$ cat config.mk
export PLATFORM = sky130hd
export DESIGN_NAME = adc_ctrl
export DESIGN_NICKNAME = d
export VERILOG_FILES = /design/src/pkg/adc_pkg.sv /design/src/trig_select.sv /design/src/chan_decode.sv /design/src/adc_ctrl.sv
export SDC_FILE = /design/constraint.sdc
export NUM_CORES = 1
export LEC_CHECK = 0
export BUFFER_PORTS_ARGS = -buffer_cell sky130_fd_sc_hd__buf_2
export CORE_UTILIZATION = 33
export CTS_CLUSTER_DIAMETER = 150
export CTS_CLUSTER_SIZE = 24
export DETAILED_ROUTE_END_ITERATION = 10
export GPL_ROUTABILITY_DRIVEN = 1
export PLACE_DENSITY = 0.62
export SYNTH_ARGS = -nofsm -noshare
export SYNTH_HDL_FRONTEND = slang
export SYNTH_SLANG_ARGS = --single-unit
$ cat constraint.sdc
create_clock -name mclk -period 3.8 [get_ports mclk]
set_input_delay 0.19 -clock mclk [delete_from_list [all_inputs] [get_ports mclk]]
set_output_delay 0.19 -clock mclk [all_outputs]
set_load 0.01 [all_outputs]
$ cat src/pkg/adc_pkg.sv
// package of register map, field positions, reset values and timing counts
// assumes a 16-bit byte address space and a 125 MHz system clock
package adc_pkg;

    // ------------------------------------------------------------------
    // register map (byte addresses)
    // ------------------------------------------------------------------
    localparam logic [15:0] ADDR_RESULT_LO  = 16'hFF18;
    localparam logic [15:0] ADDR_RESULT_HI  = 16'hFF19;
    localparam logic [15:0] ADDR_REF_BOOST  = 16'hFF2E;
    localparam logic [15:0] ADDR_CHAN_SEL   = 16'hFF39;
    localparam logic [15:0] ADDR_TRIG_CTRL  = 16'hFF3A;
    localparam logic [15:0] ADDR_STATUS     = 16'hFF3C;

    // ------------------------------------------------------------------
    // field positions and reset values
    // ------------------------------------------------------------------
    localparam int          TRIG_MODE_POS   = 7;
    localparam int          TRIG_SRC_POS    = 0;
    localparam int          NEG_REF_POS     = 7;
    localparam int          BOOST_EN_POS    = 1;
    localparam int          ST_BOOST_POS    = 0;
    localparam int          ST_CMP_POS      = 1;
    localparam int          ST_PROHIB_POS   = 2;
    localparam int          ST_FRESH_POS    = 3;
    localparam logic [7:0]  RST_TRIG_CTRL   = 8'h00;
    localparam logic [7:0]  RST_REF_BOOST   = 8'h00;
    localparam logic [3:0]  RST_CHAN_SEL    = 4'h0;
    localparam logic [11:0] RST_RESULT      = 12'h000;
    localparam logic [3:0]  CHAN_PROHIBITED = 4'h7;

    // ------------------------------------------------------------------
    // timing
    // ------------------------------------------------------------------
    localparam int          CLK_MHZ         = 125;
    localparam int          BOOST_SETTLE_US = 10;
    localparam int          CMP_SETTLE_US   = 1;
    localparam int          BOOST_SETTLE_CYC = BOOST_SETTLE_US * CLK_MHZ;
    localparam int          CMP_SETTLE_CYC  = CMP_SETTLE_US * CLK_MHZ;
    localparam int          CNT_W           = 11;

    // booster settle tracker states
    typedef enum logic [2:0] {
        BST_OFF   = 3'b001,
        BST_WAIT  = 3'b010,
        BST_READY = 3'b100
    } boost_state_t;

endpackage

$ cat src/trig_select.sv
// hardware start trigger selection
// assumes timer interrupt pulses come from logic on the same clock
`timescale 1ns/10ps
`default_nettype none
module trig_select (
    // trigger configuration
    input  wire logic trig_mode,
    input  wire logic trig_src,
    // timer events
    input  wire logic timer0_compare_irq,
    input  wire logic timer8b_irq,
    // start request
    output logic      hw_start
);

    // --------------------------------------------------------------
    // selected timer event starts a conversion only in timer mode
    // --------------------------------------------------------------
    always_comb begin
        if (!trig_mode) begin
            hw_start = 1'b0;                      // software mode [RULE_01]
        end else if (trig_src) begin
            hw_start = timer8b_irq;               // [RULE_02]
        end else begin
            hw_start = timer0_compare_irq;        // [RULE_02]
        end
    end

endmodule
`default_nettype wire

$ cat src/chan_decode.sv
// analog input channel decoder: one-hot input select and amplifier routing
// assumes amplifier in-use flags come from logic on the same clock
`timescale 1ns/10ps
`default_nettype none
module chan_decode
    import adc_pkg::*;
#(
    parameter int N_IN = 16
) (
    // channel code
    input  wire logic [3:0]      chan_code,
    input  wire logic [2:0]      amp_in_use,
    // decoded select
    output logic [N_IN-1:0]      chan_onehot,
    output logic                 chan_prohibited,
    output logic [2:0]           amp_out_route
);

    logic [N_IN-1:0] legal;

    // --------------------------------------------------------------
    // legal codes: 0..6, 8..10, 11 and 15
    // --------------------------------------------------------------
    genvar gi;
    generate
        for (gi = 0; gi < N_IN; gi++) begin : g_in
            localparam logic [3:0] CODE = 4'(gi);
            assign legal[gi]       = (gi <= 6) || (gi >= 8 && gi <= 10)  // [RULE_14]
                                   || (gi == 11) || (gi == 15);          // [RULE_19]
            assign chan_onehot[gi] = legal[gi] && (chan_code == CODE);
        end
    endgenerate

    // code 0111 and every unlisted code selects nothing
    assign chan_prohibited = ~|chan_onehot;                   // [RULE_14] [RULE_19]

    // amplifier outputs sit on inputs 1, 4 and 9
    assign amp_out_route[0] = amp_in_use[0] && chan_onehot[1]; // [RULE_18]
    assign amp_out_route[1] = amp_in_use[1] && chan_onehot[4]; // [RULE_18]
    assign amp_out_route[2] = amp_in_use[2] && chan_onehot[9]; // [RULE_18]

endmodule
`default_nettype wire

$ cat src/adc_ctrl.sv
// converter control: trigger, reference and booster control, result registers
// assumes a same-clock register port and a converter core on the same clock
//
// Notes on behaviour
// [RULE_01] trigger-mode bit 7: software or timer start
// [RULE_02] bit 0 picks which timer event starts
// [RULE_03] software rewrites trigger control only when stopped
// [RULE_04] reference bit 7: ground or external pin
// [RULE_05] reference bit 1 runs the booster
// [RULE_06] software waits 10 us before comparator enable
// [RULE_07] start 1 us after comparator, else discard
// [RULE_08] 12-bit result, top nibble zero, reload each end
// [RULE_09] high nibble upper byte, low byte lower
// [RULE_10] wide result read by one 16-bit access
// [RULE_11] read each result before reconfiguring writes
// [RULE_12] 8-bit register holds result bits 11..4
// [RULE_13] byte read of upper address gives 8-bit view
// [RULE_14] channel codes 0-6, 8-10 valid; 0111 prohibited
// [RULE_15] software writes zero to channel bits 7..4
// [RULE_16] software sets used pins to input mode
// [RULE_17] software never selects a digital I/O pin
// [RULE_18] in-use amplifier output may be conversion input
// [RULE_19] code 1011 input 11, 1111 input 15
//
// Design decision made here: the plain strobed port.
`timescale 1ns/10ps
`default_nettype none
module adc_ctrl
    import adc_pkg::*;
#(
    parameter int BOOST_WAIT = BOOST_SETTLE_CYC,
    parameter int CMP_WAIT   = CMP_SETTLE_CYC
) (
    // clock and reset
    input  wire logic        mclk,
    input  wire logic        nrst,
    // register port
    input  wire logic [15:0] reg_addr,
    input  wire logic [15:0] reg_wdata,
    input  wire logic        reg_wr,
    input  wire logic        reg_rd,
    input  wire logic        reg_wide,
    output logic      [15:0] reg_rdata,
    // converter core
    input  wire logic        conversion_run,
    input  wire logic        comparator_enable,
    input  wire logic        conv_done,
    input  wire logic [11:0] sar_result,
    output logic             conv_start,
    // timer events
    input  wire logic        timer0_compare_irq,
    input  wire logic        timer8b_irq,
    // analog front end
    input  wire logic [2:0]  amp_in_use,
    output logic             neg_reference_select,
    output logic             booster_enable,
    output logic [15:0]      chan_onehot,
    output logic             chan_prohibited,
    output logic [2:0]       amp_out_route
);

    // ------------------------------------------------------------------
    // register state
    // ------------------------------------------------------------------
    logic              trig_mode_q;
    logic              trig_src_q;
    logic              neg_ref_q;
    logic              boost_q;
    logic [3:0]        chan_q;
    logic [11:0]       result_q;
    logic              fresh_q;
    logic [15:0]       rdata_q;
    logic [15:0]       rdata_d;
    boost_state_t      bst_q;
    logic [CNT_W-1:0]  bcnt_q;
    logic [CNT_W-1:0]  ccnt_q;
    logic              cmp_ready_q;
    logic              wr_trig;
    logic              wr_ref;
    logic              wr_chan;
    logic              rd_result;
    logic [7:0]        status;

    localparam logic [CNT_W-1:0] BOOST_LAST = CNT_W'(BOOST_WAIT - 1);
    localparam logic [CNT_W-1:0] CMP_LAST   = CNT_W'(CMP_WAIT - 1);

    // write decode
    assign wr_trig = reg_wr && (reg_addr == ADDR_TRIG_CTRL);
    assign wr_ref  = reg_wr && (reg_addr == ADDR_REF_BOOST);
    assign wr_chan = reg_wr && (reg_addr == ADDR_CHAN_SEL);
    // any read that touches the result bytes
    assign rd_result = reg_rd && ((reg_addr == ADDR_RESULT_LO) || (reg_addr == ADDR_RESULT_HI));

    // ------------------------------------------------------------------
    // trigger control register
    // ------------------------------------------------------------------
    // writes are accepted at any time; software keeps them to stopped phases
    always_ff @(posedge mclk) begin
        if (!nrst) begin
            trig_mode_q <= RST_TRIG_CTRL[TRIG_MODE_POS];
            trig_src_q  <= RST_TRIG_CTRL[TRIG_SRC_POS];
        end else if (wr_trig) begin
            trig_mode_q <= reg_wdata[TRIG_MODE_POS];  // [RULE_01] [RULE_03]
            trig_src_q  <= reg_wdata[TRIG_SRC_POS];   // [RULE_02]
        end
    end

    // ------------------------------------------------------------------
    // reference and booster control register
    // ------------------------------------------------------------------
    always_ff @(posedge mclk) begin
        if (!nrst) begin
            neg_ref_q <= RST_REF_BOOST[NEG_REF_POS];
            boost_q   <= RST_REF_BOOST[BOOST_EN_POS];
        end else if (wr_ref) begin
            neg_ref_q <= reg_wdata[NEG_REF_POS];      // [RULE_04]
            boost_q   <= reg_wdata[BOOST_EN_POS];     // [RULE_05]
        end
    end

    assign neg_reference_select = neg_ref_q;          // [RULE_04]
    assign booster_enable       = boost_q;            // [RULE_05]

    // ------------------------------------------------------------------
    // channel select register
    // ------------------------------------------------------------------
    // only the low nibble is stored; the upper bits always read zero
    always_ff @(posedge mclk) begin
        if (!nrst) begin
            chan_q <= RST_CHAN_SEL;
        end else if (wr_chan) begin
            chan_q <= reg_wdata[3:0];                 // [RULE_15] [RULE_11]
        end
    end

    // ------------------------------------------------------------------
    // result register
    // ------------------------------------------------------------------
    // reloaded at every conversion end; a reconfiguring write leaves it as is
    always_ff @(posedge mclk) begin
        if (!nrst) begin
            result_q <= RST_RESULT;
        end else if (conv_done) begin
            result_q <= sar_result;                   // [RULE_08]
        end
    end

    // fresh flag: set on conversion end, cleared by a result read, set wins
    always_ff @(posedge mclk) begin
        if (!nrst) begin
            fresh_q <= 1'b0;
        end else if (conv_done) begin
            fresh_q <= 1'b1;                          // [RULE_11]
        end else if (rd_result) begin
            fresh_q <= 1'b0;
        end
    end

    // ------------------------------------------------------------------
    // booster settle tracker
    // ------------------------------------------------------------------
    // shows software when the reference has had its settle time
    always_ff @(posedge mclk) begin
        if (!nrst) begin
            bst_q  <= BST_OFF;
            bcnt_q <= '0;
        end else begin
            case (bst_q)
                BST_OFF: begin
                    bcnt_q <= '0;
                    if (boost_q) begin
                        bst_q <= BST_WAIT;
                    end
                end
                BST_WAIT: begin
                    if (!boost_q) begin
                        bst_q <= BST_OFF;
                    end else if (bcnt_q == BOOST_LAST) begin
                        bst_q <= BST_READY;           // [RULE_06]
                    end else begin
                        bcnt_q <= bcnt_q + 1'b1;
                    end
                end
                BST_READY: begin
                    if (!boost_q) begin
                        bst_q <= BST_OFF;
                    end
                end
                default: begin
                    bst_q <= BST_OFF;
                end
            endcase
        end
    end

    // comparator settle counter, restarted whenever the comparator is off
    always_ff @(posedge mclk) begin
        if (!nrst) begin
            ccnt_q      <= '0;
            cmp_ready_q <= 1'b0;
        end else if (!comparator_enable) begin
            ccnt_q      <= '0;
            cmp_ready_q <= 1'b0;
        end else if (ccnt_q == CMP_LAST) begin
            cmp_ready_q <= 1'b1;                      // [RULE_07]
        end else begin
            ccnt_q <= ccnt_q + 1'b1;
        end
    end

    // ------------------------------------------------------------------
    // read path
    // ------------------------------------------------------------------
    assign status = {4'h0, fresh_q, chan_prohibited, cmp_ready_q, (bst_q == BST_READY)};

    // read data stand for one cycle after the strobe, zero otherwise
    always_comb begin
        rdata_d = 16'h0000;
        if (reg_rd) begin
            case (reg_addr)
                ADDR_RESULT_LO: begin
                    if (reg_wide) begin
                        rdata_d = {4'h0, result_q};              // [RULE_08] [RULE_10]
                    end else begin
                        rdata_d = {8'h00, result_q[7:0]};        // [RULE_09]
                    end
                end
                ADDR_RESULT_HI: begin
                    if (!reg_wide) begin
                        rdata_d = {8'h00, result_q[11:4]};       // [RULE_12] [RULE_13]
                    end
                end
                ADDR_REF_BOOST: begin
                    rdata_d = {8'h00, neg_ref_q, 5'h00, boost_q, 1'b0};
                end
                ADDR_CHAN_SEL: begin
                    rdata_d = {12'h000, chan_q};
                end
                ADDR_TRIG_CTRL: begin
                    rdata_d = {8'h00, trig_mode_q, 6'h00, trig_src_q};
                end
                ADDR_STATUS: begin
                    rdata_d = {8'h00, status};
                end
                default: begin
                    rdata_d = 16'h0000;
                end
            endcase
        end
    end

    always_ff @(posedge mclk) begin
        if (!nrst) begin
            rdata_q <= 16'h0000;
        end else begin
            rdata_q <= rdata_d;
        end
    end

    assign reg_rdata = rdata_q;

    // ------------------------------------------------------------------
    // trigger and channel decode
    // ------------------------------------------------------------------
    trig_select u_trig (
        .trig_mode          (trig_mode_q),
        .trig_src           (trig_src_q),
        .timer0_compare_irq (timer0_compare_irq),
        .timer8b_irq        (timer8b_irq),
        .hw_start           (conv_start)
    );

    chan_decode #(
        .N_IN (16)
    ) u_chan (
        .chan_code       (chan_q),
        .amp_in_use      (amp_in_use),
        .chan_onehot     (chan_onehot),
        .chan_prohibited (chan_prohibited),
        .amp_out_route   (amp_out_route)
    );
endmodule
`default_nettype wire

==> metrics <==
worst hold path type=in -> reg; Hold Path Depth=3; crit-path max FO=7; layout cell share with drive strength beyond 1=0.2575; Worst path max stage delay=0.50 ns; GRT Util Overall=0.1556; largest cells by area after synthesis=dfxtp_1, mux2i_1, nor2_1, a21oi_1, o21ai_0; via count=2819; final WL=7252 um; Die Y=98.83 um; CTS Hold Buffers Added=0; fin nets=487; Critical R2R Launch=ccnt_q[0]; Via density=5.230; post-CTS setup buffer count=0; Unique masters post-synth=54; Worst Setup EP=ccnt_q[1]; Final Hold Fails=0; PortBufs=75; die width=98.83 um; Final WS setup=1.896 ns; synthesized instance count=360; Congestion Overflow GR=0; synth warn=0; CTS tree=built; Levels on crit path=6; Final setup viols=0; initial antenna violation count=0; initial core utilization=0.3480; pin count of the biggest net entering global routing=30; CP max-delay cell=nor4b_1; PD cells=364.5 nW/um2; DR pass1 iterations=5; flip-flop and latch count after synthesis=59; clock skew=0.01624 ns; Max Fclk=525.1 MHz; drt first-iter violations=117; Root Buffer=clkbuf_8; PostCTS Resize Cnt=0; Max Cap Violations=0; Post-synth ARST share=0; most common flop cell mapped by yosys=dfxtp_1; RSZ-0062 raised after global routing=no; min Tclk post-route=1.904 ns; drt drc=0; Cell Chain, Critical Path=inv_1 -> ha_1 -> nor4b_1 -> and3_1 -> mux2i_1 -> nor2_1; kind of critical path=reg -> reg; maximum vdd ir drop=0.0001797 V; IO Pins=96; CTS sink cnt=59; DPL Wire Length=5312 um; Reg clk slew, reported paths=0.07 ns; diode count=0; Clock Latency Late Sink=0.34 ns; DP Worst Slack=1.872 ns; area leader, netlist=dfxtp_1; number of flops mapped to enable cells by yosys=0; status=completed; final slew viol count=0; crit end category=flop; die area=9767 um2; Placer Congestion=0.7947; Critical Path Start Type=flop; reg-to-reg slack, setup=1.90 ns; Least-Margin Pin Slew=0.6028 ns; max_slew headroom=0.5944; LEAKAGE=1.441 nW; area grow syn2layout=20.22%; setup TNS=0 ns; crit-path leading delay family=simple AND/OR/NAND/NOR gates; top-area cell type share of the netlist area=0.3817; Routed wire per std cell=13.45 um; vias in the first global route=2575; cells on worst reg2reg path=6; CP required=4.01 ns; Synth Cell Area=3094 um2; core footprint=8891 um2; Max H-tree Level=3; first-pass GRT wire length=12120 um; Clock Tree Buf Depth=2; critical path launch point=ccnt_q[0]; Post-DRT Antenna Nets=0; RR Endpoint=ccnt_q[1]; WP data arrival=2.11 ns; Tcrit/Tclk final=0.5012; Avg Cell Area, Syn=8.595 um2; # rows=34; CP bufs+invs=1; Seq/Total Area, Yosys=0.3817; TritonCTS buffer count=9
## logic make-up (layout without fill, tap and decap cells)
family | count (synthesis) | count (layout) | share of synthesized area
other | 1 | 8 | 0.001212
AO/OA/AOI/OAI | 72 | 72 | 0.1512
AND/OR/NAND/NOR | 160 | 160 | 0.3186
adder cells (fa/ha/maj) | 4 | 4 | 0.01618
flip-flops | 59 | 59 | 0.3817
XOR/XNOR | 8 | 8 | 0.02265
multiplexers | 14 | 14 | 0.04529
buffers and inverters | 42 | 106 | 0.06308
## synthesized netlist by cell type, types with 4 or more instances
cell	count
nand2_1	16
nand4_1	11
nor2_1	36
and3_1	6
inv_1	13
a21oi_1	24
a22oi_1	4
nor4_1	5
dfxtp_1	59
nand3b_1	11
nand4bb_1	4
xor2_1	5
or3_1	7
mux2i_1	14
ha_1	4
a21bo_2	4
and4bb_2	7
o21a_1	5
nand2b_1	10
clkbuf_1	15
buf_4	9
nand3_1	13
and2_1	4
nor3_1	10
o21ai_0	18
## layout by cell type (no fill, tap or decap), drive strengths merged, types with 3 or more instances in the layout
| master | netlist | routed |
|---|---|---|
| a211oi | 3 | 3 |
| a21bo | 4 | 4 |
| a21oi | 24 | 24 |
| a22oi | 4 | 4 |
| and2 | 4 | 4 |
| and3 | 6 | 6 |
| and4 | 3 | 3 |
| and4bb | 7 | 7 |
| buf | 13 | 76 |
| clkbuf | 15 | 9 |
| clkinvlp | 0 | 3 |
| conb | 1 | 8 |
| dfxtp | 59 | 59 |
| ha | 4 | 4 |
| inv | 13 | 14 |
| mux2i | 14 | 14 |
| nand2 | 16 | 16 |
| nand2b | 10 | 10 |
| nand3 | 14 | 14 |
| nand3b | 11 | 11 |
| nand4 | 11 | 11 |
| nand4bb | 4 | 4 |
| nor2 | 36 | 36 |
| nor3 | 10 | 10 |
| nor4 | 6 | 6 |
| o21a | 5 | 5 |
| o21ai | 18 | 18 |
| o31ai | 4 | 4 |
| or3 | 7 | 7 |
| or4 | 3 | 3 |
| xnor2 | 3 | 3 |
| xor2 | 5 | 5 |
## metrics by stage
step,hold slack (ns),utilization,instances,power (mW),instance area [um2]
6_report,0.08760,0.4184,539,1.356,3720
5_1_grt,0.08613,0.4184,539,1.416,3720
4_1_cts,0.07548,0.4184,539,1.376,3720
3_5_place_dp,0.4350,0.3932,523,0.7336,3496
3_3_place_gp,0.4312,0.3932,523,0.7318,3496
2_1_floorplan,0.3310,-,367,0.7030,3120
## state kept, by name, summed over array words and instances, names as in the netlist
register / flops
cmp_ready_q: 1
bst_q: 3
neg_reference_select: 1
bcnt_q: 11
reg_rdata: 12
fresh_q: 1
trig_mode_q: 1
trig_src_q: 1
ccnt_q: 11
result_q: 12
booster_enable: 1
chan_q: 4
## worst min-delay path by stage
stage	startpoint	to
2_1_floorplan	reg_rd	reg_rdata[4]
3_3_place_gp	sar_result[4]	result_q[4]
3_5_place_dp	sar_result[10]	result_q[10]
4_1_cts	sar_result[10]	result_q[10]
5_1_grt	sar_result[6]	result_q[6]
6_report	sar_result[10]	result_q[10]
## area by class of cell
type                    instances  area (um2)
repair buffers                 76       382.9
multi-input cells             266        1744
clock buffers                   9       123.9
clock inverters                 7       100.1
fillers                       901        5171
flip-flops and latches         59        1181
well taps                     108       135.1
inverters                      14       52.55
## where the power goes
| part | switching (mW) | internal, mW |
|---|---|---|
| Sequential | 0.00675 | 0.627 |
| Clock | 0.265 | 0.372 |
| Combinational | 0.0480 | 0.0371 |
| Total | 0.319 | 1.04 |
## tightest hold or removal path, delay by kind of cell
family | cells | cell delay (ns)
buffers and inverters | 1 | 0.07
and+or+nand+nor | 1 | 0.07
muxes | 1 | 0.05
## metal layers
metal	global-route usage	up-vias	share of wire
met2	0.2491	77	0.47
met1	0.2025	1318	0.47
li1	-	1416	-
met3	0.03546	8	0.052
met4	0.06315	0	0.015
met5	0	-	0
No activity file was read; power rests on OpenSTA's default activity.
